## src/core/irq_status_pkg.sv

```systemverilog
// shared constants for the sticky event status and interrupt block
package irq_status_pkg;

    // event count limits; the default is a neutral choice
    localparam int EVENTS_DEFAULT = 8;
    localparam int EVENTS_MAX     = 32;

    // values held after reset
    localparam logic STATUS_RESET_BIT = 1'b0;
    localparam logic MASK_RESET_BIT   = 1'b0;
    localparam logic PREV_RESET_BIT   = 1'b0;

    // open-drain line: the only level ever driven is low
    localparam logic INT_DRIVE_LEVEL  = 1'b0;
    localparam logic INT_OE_RELEASED  = 1'b0;

    // sequencing states
    typedef enum logic [0:0] {
        ST_HOLD,
        ST_RUN
    } run_state_t;

endpackage

```

## src/core/event_rise_detect.sv

```systemverilog
// per-bit rising-edge detector for event condition levels
`timescale 1ns/10ps
`default_nettype none

module event_rise_detect #(
    parameter int WIDTH = 8
) (
    // clock and reset
    input  wire logic             ref_clk_in,
    input  wire logic             rst_in,
    // control
    input  wire logic             enable_in,
    // condition levels and detected edges
    input  wire logic [WIDTH-1:0] cond_in,
    output      logic [WIDTH-1:0] rise_out
);
    import irq_status_pkg::*;

    if (WIDTH < 1)
    begin : g_bad_width
        $error("WIDTH must be at least 1");
    end

    logic [WIDTH-1:0] prev;
    logic [WIDTH-1:0] next_prev;

    // prev only tracks while enabled, so a level already high when
    // sequencing starts still counts as a fresh edge
    always_comb
    begin
        next_prev = enable_in ? cond_in : prev;
        rise_out  = enable_in ? (cond_in & ~prev) : '0;
    end

    always_ff @(posedge ref_clk_in or posedge rst_in)
    begin
        if (rst_in)
            prev <= {WIDTH{PREV_RESET_BIT}};
        else
            prev <= next_prev;
    end

endmodule // event_rise_detect

`default_nettype wire

```

## src/core/sticky_irq_status.sv

```systemverilog
// sticky read-to-clear event status with masked open-drain interrupt
//
// Notes on behaviour
// - reset returns all state to defaults immediately
// - nothing starts before reset is released
// - status bits stay set until read, condition gone
// - read clears bits except still-present conditions
// - status set on condition rising edge only
// - one mask bit per status bit
// - unmasked event sets status, asserts interrupt
// - masked event sets status, interrupt unchanged
// - interrupt holds until unmasked set bits read
// - persisting condition read: interrupt drops, status stays
// - interrupt is open-drain, active low
`timescale 1ns/10ps
`default_nettype none

module sticky_irq_status
#(
    parameter int EVENTS = irq_status_pkg::EVENTS_DEFAULT
) (
    // clock and reset
    input  wire logic              ref_clk_in,
    input  wire logic              rst_in,
    // event condition levels, same clock domain
    input  wire logic [EVENTS-1:0] cond_in,
    // mask bits, 1 masks the event from the interrupt
    input  wire logic [EVENTS-1:0] mask_in,
    // status read strobe and returned value
    input  wire logic              status_read_in,
    output      logic [EVENTS-1:0] read_data_out,
    output      logic              read_valid_out,
    // live status view
    output      logic [EVENTS-1:0] status_out,
    output      logic              running_out,
    // open-drain interrupt, active low
    output      logic              int_n_out,
    output      logic              int_oe_out
);
    import irq_status_pkg::*;

    if (EVENTS < 1 || EVENTS > EVENTS_MAX)
    begin : g_bad_events
        $error("EVENTS must be between 1 and 32");
    end

    run_state_t        state;
    run_state_t        next_state;
    logic              run_en;
    logic [EVENTS-1:0] rise;

    logic [EVENTS-1:0] status;
    logic [EVENTS-1:0] next_status;
    logic [EVENTS-1:0] unread;
    logic [EVENTS-1:0] next_unread;
    logic [EVENTS-1:0] mask;
    logic [EVENTS-1:0] next_mask;
    logic [EVENTS-1:0] next_read_data;
    logic              next_read_valid;
    logic              next_int_oe;
    logic              read_ok;

    // ---------------------------------------------------------------
    // sequencing: one hold cycle after reset release, then run
    // the hold keeps a read racing the reset release from being taken
    // ---------------------------------------------------------------
    always_comb
    begin
        case (state)
            ST_HOLD: next_state = ST_RUN;
            ST_RUN:  next_state = ST_RUN;
            default: next_state = ST_HOLD;
        endcase
    end

    always_ff @(posedge ref_clk_in or posedge rst_in)
    begin
        if (rst_in)
            state <= ST_HOLD;
        else
            state <= next_state;
    end

    assign run_en  = (state == ST_RUN);
    assign read_ok = run_en && status_read_in;

    event_rise_detect #(
        .WIDTH     (EVENTS)
    ) u_rise (
        .ref_clk_in(ref_clk_in),
        .rst_in    (rst_in),
        .enable_in (run_en),
        .cond_in   (cond_in),
        .rise_out  (rise)
    );

    // ---------------------------------------------------------------
    // status, unread tracking and interrupt
    // unread marks bits whose set has not yet been read; the
    // interrupt follows unread, not status, so a persisting
    // condition keeps status set without holding the line low
    // ---------------------------------------------------------------
    always_comb
    begin
        // a fresh edge in the read cycle wins over the clear
        // cond_in of the read cycle decides which bits survive
        next_status = status | rise;
        next_unread = unread | rise;
        if (read_ok)
        begin
            next_status = (status & cond_in) | rise;
            next_unread = rise;
        end
        next_mask       = mask_in;
        next_read_data  = read_ok ? status : read_data_out;
        next_read_valid = read_ok;
        // masked bits never pull the line; unmasking later does
        next_int_oe = |(next_unread & ~next_mask);
    end

    always_ff @(posedge ref_clk_in or posedge rst_in)
    begin
        if (rst_in)
        begin
            status         <= {EVENTS{STATUS_RESET_BIT}};
            unread         <= {EVENTS{STATUS_RESET_BIT}};
            mask           <= {EVENTS{MASK_RESET_BIT}};
            read_data_out  <= {EVENTS{STATUS_RESET_BIT}};
            read_valid_out <= 1'b0;
            int_oe_out     <= INT_OE_RELEASED;
        end
        else
        begin
            status         <= next_status;
            unread         <= next_unread;
            mask           <= next_mask;
            read_data_out  <= next_read_data;
            read_valid_out <= next_read_valid;
            int_oe_out     <= next_int_oe;
        end
    end

    // the pin value is constant low; only the enable moves
    always_ff @(posedge ref_clk_in or posedge rst_in)
    begin
        if (rst_in)
            int_n_out <= INT_DRIVE_LEVEL;
        else
            int_n_out <= INT_DRIVE_LEVEL;
    end

    assign status_out = status;

    always_ff @(posedge ref_clk_in or posedge rst_in)
    begin
        if (rst_in)
            running_out <= 1'b0;
        else
            running_out <= (next_state == ST_RUN);
    end

    logic [EVENTS-1:0] cond_q;
    always_ff @(posedge ref_clk_in or posedge rst_in)
    begin
        if (rst_in)
            cond_q <= '0;
        else
            cond_q <= cond_in;
    end

    // edge view kept apart from the detector, for the checks only
    logic [EVENTS-1:0] fresh;
    assign fresh = cond_in & ~cond_q;
endmodule // sticky_irq_status

`default_nettype wire

```

## config.mk

```make
export PLATFORM = sky130hd
export DESIGN_NAME = sticky_irq_status
export DESIGN_NICKNAME = d
export VERILOG_FILES = /design/src/core/irq_status_pkg.sv /design/src/core/event_rise_detect.sv /design/src/core/sticky_irq_status.sv
export SDC_FILE = /design/constraint.sdc
export NUM_CORES = 1
export LEC_CHECK = 0
export BUFFER_PORTS_ARGS = -buffer_cell sky130_fd_sc_hd__buf_2
export CAP_MARGIN = 20
export CORE_MARGIN = 4
export CORE_UTILIZATION = 30
export DETAILED_ROUTE_END_ITERATION = 16
export GPL_TIMING_DRIVEN = 0
export HOLD_SLACK_MARGIN = 0.15
export PLACE_DENSITY = 0.6
export SKIP_CTS_REPAIR_TIMING = 1
export SYNTH_ARGS = -nofsm -noshare
export SYNTH_HDL_FRONTEND = slang
export SYNTH_SLANG_ARGS = --single-unit
```

## constraint.sdc

```tcl
create_clock -name ref_clk_in -period 1.6 [get_ports ref_clk_in]
set_clock_uncertainty 0.15 [all_clocks]
set_input_delay 0.32 -clock ref_clk_in [delete_from_list [all_inputs] [get_ports ref_clk_in]]
set_output_delay 0.32 -clock ref_clk_in [all_outputs]
set_load 0.01 [all_outputs]
```

Word-level counts from Yosys, hierarchy flattened. Cells that the tools add are included.

Bits in registers: 35. Input port bits: 19. Output and inout port bits: 20. Word-level logic and storage cells: 20.

Mux-type cells: 3. Reduce and logical (&&, ||, !) cells: 2. Bitwise logic cells: 8.

Operator list (number): 8-bit AND (3); 8-bit two-way mux (3); 8-bit OR (3); 8-bit NOT (2); 8-bit OR reduction (1); 1-bit logical AND (1).

Depth between registers and ports, before layout. Gate-level depths: netlist (run 1).

Word-level depth: 7. Gate-level depth with buffers: 6.

Cells and area by module. A second synthesis (run 1) with hierarchy kept.

Cell total of the unflattened synthesis: 112. Area total of the unflattened synthesis: 1520.2 um2.

By module, submodules not included: sticky_irq_status (area each 1122.3 um2, seq. area each 675.6 um2, instances 1, cells an instance 85); event_rise_detect (area each 397.9 um2, seq. area each 200.2 um2, instances 1, cells an instance 27).

Least setup slack after synthesis (run 1). Ideal clock, no wire load.

Path type: flip-flop to flip-flop. Start point: register, netlist name running_out. End point: register int_oe_out. Setup time: 135 ps. Arrival: 1187 ps. Setup slack: 128 ps. Cell stages (with the launch flop): 7. Path buffers: 2. Cells stage by stage: dfrtp_1 -> buf_6 -> buf_6 -> nor2b_1 -> a22o_1 -> a22oi_1 -> nand4_1.

RTL lines: to (signal assigned) (RTL line sticky_irq_status.sv:139) `int_oe_out <= next_int_oe;`; to (decl) (RTL line sticky_irq_status.sv:38) `output logic int_oe_out`.

Worst setup path in the final report (run 1).
Start point: input cond_in[2]. End point: register int_oe_out.

Longest elaborated chain between the ends: 6.

RTL lines: from (decl) (RTL line sticky_irq_status.sv:26) `input wire logic [EVENTS-1:0] cond_in,`; 8-bit AND * (RTL line event_rise_detect.sv:32) `rise_out = enable_in ? (cond_in & ~prev) : '0;`; 8-bit two-way mux * (RTL line event_rise_detect.sv:32); 8-bit OR (RTL line sticky_irq_status.sv:108) `next_unread = unread | rise;`; 8-bit two-way mux * (RTL line sticky_irq_status.sv:109) `if (read_ok)`; named net next_unread[2] (RTL line sticky_irq_status.sv:55) `logic [EVENTS-1:0] next_unread;`; 8-bit AND * (RTL line sticky_irq_status.sv:118) `next_int_oe = |(next_unread & ~next_mask);`; 8-bit OR reduction * (RTL line sticky_irq_status.sv:118); named net next_int_oe (RTL line sticky_irq_status.sv:60) `logic next_int_oe;`.

Mark *: on every way through the listed nets, which the timed path passes. The rest lies on a longest branch. A chain may end at the register's enable or synchronous reset.

==> impl_metrics.ini, run 1 <==
[floorplanning]
fp.dieH_um = 76.9
dieArea_um2 = 5920
design.core.area_um2 = 4470
start_util_pct = 31.9
die_w_um = 76.9
rows = 24
pin_count = 39

[placed_design]
hpwl_um = 2180
gp_congestion = 0.703
port_buffers = 37
post_dp_cell_area_um2 = 1700

[pwr]
p_total_uw = 2310
p_leak_uw = 0.000921
ir_worst_vdd_mv = 0.555
power_density_nw_per_um2 = 1200

[clocking]
numClockSinks = 35
insertion_delay_ns = 0.29
h-tree-depth = 2
cts_root_buf = clkbuf_8
clock_path_buffers = 2
cts_tree = yes
cts_made_buffers = 5
clk_pin_slew_ns = 0.07

[timing]
worstMarginPinSlew_ns = 0.509
post-route-period-util_pct = 94.3
drv_slew = 0
slew_headroom_pct = 66.0
min_period_ns = 1.51
clock.fmax_ghz = 0.663
setup_tns_ns = 0
setup_viol = 0
hold_viol = 0

[global_route]
grt_max_degree = 26
antenna_found_initial = 0
grt-ovfl-total = 0
grt_pass1_vias = 1009
grtUsageTotal_pct = 10.5
grt_pass1_wl_um = 4830

[logic_synthesis]
synth.most_common_cell = dfrtp_1
synthTopCellsByArea = dfrtp_1, mux2_2, a22o_1
synthArstFlopShare_pct = 100
synth.top_cell.area_share_pct = 61.5
synth_edf_count = 0
synth_area_per_cell_um2 = 12.5
synth-seq-area-share_pct = 61.5
ys_warn_count = 0
syn_nets = 133
ys.flop_type = dfrtp_1
syn_area_um2 = 1430
synth-seq-cells = 35
synth_cell_type_count = 15
syn_inst = 114
yosysTopAreaCell = dfrtp_1
netlist_top_cells_count = dfrtp_1, mux2_2, nand2_1

[critical_path]
slowest_stage = dlygate4sd3_1
cp_top_family = buffers and inverters
reg2reg_slack_ns = 0.09
critPathBufInv = 2
arrival_ns = 1.53
critical_path_class = in -> reg
r2r-start = running_out
end_kind = register
worst-path-max-fanout = 3
ff2ff_path_depth = 6
crit_path_max_incr_delay_ns = 0.54
crit_chain = dlygate4sd3_1 -> buf_2 -> a22o_1 -> a22oi_2 -> nand4_1
r2r_end = int_oe_out
required_ns = 1.62
critPathLaunch = cond_in[2]
start_kind = input pin

[detailed_routing]
drt_iter0_markers = 27
routed_wl_um = 3070
num_vias = 987
wl_per_cell_um = 14.0
first_pass_iters = 4
route.detailed.drc = 0
ant_nets = 0
routed_via_density = 4.49

[final_layout]
final_core_util_pct = 42.9
final_area_um2 = 1920
nFillCells = 442
layout.nets = 186
area_delta_synth_final_pct = 34.7
drive_gt1_share_pct = 45.8
diodes = 0

[min_path]
worstHoldStart = cond_in[5]
min_path_cells = 3
hold_path_class = in -> reg
min_to = status_out[5]

[outcome]
outcome = finished, final reports clean

[flow_run]
drv_cap = 0
-- power by group --
group / internal (uW) / switching [uW]
Combinational: 211 / 196
Sequential: 1010 / 64.9
Clock: 504 / 320
Total: 1730 / 581
-- registers in the layout, summed over array words and instances (netlist names) --
register and count:
int_oe_out 1, read_data_out 8, read_valid_out 1, running_out 1, status_out 8, u_rise.prev 8, unread 8
-- how the worst max path moves through the flow --
stage | to | cells past startpoint
final | int_oe_out | 5
after global routing | int_oe_out | 6
after global placement | read_data_out[0] | 2
after detailed placement | int_oe_out | 6
after floorplan | int_oe_out | 6
after CTS | int_oe_out | 6
-- cell type report --
cell class	instances	area, um^2	area share (%)
Clock inverter	2	35.0	1.83
Buffer	5	58.8	3.06
Inverter	10	37.5	1.96
Sequential cell	35	876	45.6
Tap cell	52	65.1	3.39
Multi-Input combinational cell	64	487	25.4
Timing Repair Buffer	46	278	14.5
Clock buffer	6	82.6	4.30
-- layer usage --
metal  wire (um)  track usage [%]  share of wire, %
met5           0                0                 0
met4          30             3.80              0.98
met3         236             4.68               7.7
met2        1460             16.6                48
met1        1340             12.6                44
-- per-stage QoR --
step                      std cells  hold slack [ns]  setup slack, ns
after floorplan                 114            0.312            0.128
after global placement          203            0.333          -0.0817
after detailed placement        204            0.229           0.0219
after CTS                       212          -0.0979           0.0150
after global routing            220            0.152        -0.000352
final                           220            0.131           0.0920
-- layout by cell type, fill, tap and decap left out --
master          n
a22o_1          8
a22oi_1         1
a22oi_2         3
buf_12          1
buf_16          1
buf_2          38
buf_4           5
buf_6           1
buf_8           1
bufinv_16       1
clkbuf_2        1
clkbuf_8        6
clkinv_2        1
conb_1          2
dfrtp_1        35
dlygate4sd3_1   3
inv_1          10
mux2_2         16
nand2_1        16
nand2_8         1
nand4_1         1
nor2b_1         7
nor2b_4         1
o21ai_0         8
-- worst reg2reg max path: cells and delay by family, from the launching register on --
kind,cells,cell delay [ns]
AOI/OAI and AO/OA,2,0.37
and+or+nand+nor,2,0.21
DFF,1,0.38
buffers and inverters,2,0.28
-- cells by family (layout without fill, tap and decap cells) --
| logic type | Yosys count | after routing | share of synthesized area [%] |
|---|---|---|---|
| simple gates | 26 | 26 | 8.96 |
| buf+inv | 15 | 69 | 5.88 |
| flops | 35 | 35 | 61.5 |
| mux | 16 | 16 | 12.6 |
| other cells | 2 | 2 | 0.527 |
| compound gates | 20 | 20 | 10.5 |
No activity file was read; power rests on OpenSTA's default activity.
==> run 2, diff against run 1 <==
--- a/config.mk
+++ b/config.mk
@@ -13,6 +13,7 @@
 export GPL_TIMING_DRIVEN = 0
 export HOLD_SLACK_MARGIN = 0.15
 export PLACE_DENSITY = 0.6
+export RECOVER_POWER = 100
 export SKIP_CTS_REPAIR_TIMING = 1
 export SYNTH_ARGS = -nofsm -noshare
 export SYNTH_HDL_FRONTEND = slang
==> impl_metrics.ini, run 2 (synthesis gave the netlist of run 1 again) <==
[timing]
post-route-period-util_pct = 94.2
hold_viol = 0
slew_headroom_pct = 66.0
setup_viol = 0
drv_slew = 0
clock.fmax_ghz = 0.663
worst_slack_ns = 0.0925
min_period_ns = 1.51
worstMarginPinSlew_ns = 0.509

[pwr]
power.switching_uw = 581
internal_power_uw = 1720
p_clk_share_pct = 35.7
p_total_uw = 2310
p_leak_uw = 0.000918
seqPwrFrac_pct = 46.6
ir_worst_vdd_mv = 0.555
power.share.switching_pct = 25.2
p_comb_share_pct = 17.6
power_density_nw_per_um2 = 1200

[detailed_routing]
first_pass_iters = 4
routed_via_density = 4.49
ant_nets = 0
drt_iter0_markers = 27
route.detailed.drc = 0
wl_per_cell_um = 14.0
routed_wl_um = 3070
num_vias = 987

[clocking]
insertion_delay_ns = 0.29
clock_path_buffers = 2
h-tree-depth = 2
cts_made_buffers = 5
cts_tree = yes
numClockSinks = 35
cts_root_buf = clkbuf_8
clk_pin_slew_ns = 0.07

[final_layout]
layout_commonest_cell = buf_2
drive_gt1_share_pct = 45.2
fin_cells = 220
most-common-layout-cells = buf_2, dfrtp_1, mux2_2, nand2_1, inv_1
nFillCells = 442
area_delta_synth_final_pct = 34.6
diodes = 0
seqCellArea_um2 = 876
final_core_util_pct = 42.9
layout.nets = 186
multi_input_area_um2 = 487

[floorplanning]
fp.dieH_um = 76.9
rows = 24
start_util_pct = 31.9
die_w_um = 76.9
dieArea_um2 = 5920
pin_count = 39
design.core.area_um2 = 4470

[placed_design]
hpwl_um = 2180
dp.cells = 204
gp_congestion = 0.703
dp_slack_ns = 0.0219
port_buffers = 37

[critical_path]
slowest_stage = dfrtp_1
start_kind = register
critical_path_class = reg -> reg
worst-path-max-fanout = 8
arrival_ns = 1.53
crit_path_max_incr_delay_ns = 0.38
required_ns = 1.62
crit_chain = buf_6 -> buf_8 -> nor2b_4 -> a22o_1 -> a22oi_2 -> nand4_1
end_kind = register

[global_route]
grtUsageTotal_pct = 10.5
grt_pass1_wl_um = 4830
antenna_found_initial = 0
grt_max_degree = 26
grt-ovfl-total = 0
grt_pass1_vias = 1009

[min_path]
hold_path_class = in -> reg

[outcome]
outcome = finished, final reports clean

[flow_run]
drv_cap = 0
run 2: routing by layer:
layer	track usage (%)	up-vias	part of all wire [%]
li1	-	481	-
met1	12.6	470	44
met2	16.6	31	48
met3	4.68	5	7.7
met4	3.80	0	0.98
met5	0	-	0
run 2: critical path: cells and delay by family, from the launching register on:
family | cells | cell delay, ns
flip-flops | 1 | 0.38
AO/OA/AOI/OAI | 2 | 0.37
AND/OR/NAND/NOR | 2 | 0.21
buffers and inverters | 2 | 0.28
run 2: worst paths after layout:
check | endpoint | cells after the start | slack (ns) | from
worst min-delay path | status_out[5] | 3 | 0.13 | cond_in[5]
min in group asynchronous | unread[5] | 3 | 0.46 | rst_in
worst min register to register | read_data_out[6] | 1 | 0.35 | read_data_out[6]
worst max register to register | int_oe_out | 6 | 0.09 | running_out
worst max-delay path | int_oe_out | 6 | 0.09 | running_out
max in group asynchronous | status_out[0] | 4 | 0.35 | rst_in
run 2: stage by stage:
stage                     setup TNS [ns]  hold slack, ns  cell area [um^2]
after global placement             -2.80           0.333              1680
final                                  0           0.131              1920
after CTS                              0         -0.0979              1820
after global routing           -0.000352           0.152              1920
after detailed placement               0           0.229              1700
after floorplan                        0           0.312              1430
run 2: final cells by class:
| type | count | area share (%) |
|---|---|---|
| flip-flops and latches | 35 | 45.7 |
| multi-input cells | 64 | 25.4 |
| repair buffers | 46 | 14.4 |
| clock buffers | 6 | 4.31 |
| well taps | 52 | 3.39 |
| plain buffers | 5 | 3.07 |
| inverters | 10 | 1.96 |
| clock inverters | 2 | 1.83 |
run 2: power groups by stage:
| stage | Combinational, uW | Clock (uW) | Sequential [uW] |
|---|---|---|---|
| floorplan | 193 | 0 | 1120 |
| global placement | 370 | 0 | 1080 |
| detailed placement | 389 | 0 | 1090 |
| CTS | 389 | 842 | 1070 |
| global route | 449 | 874 | 1090 |
| finish | 407 | 823 | 1080 |
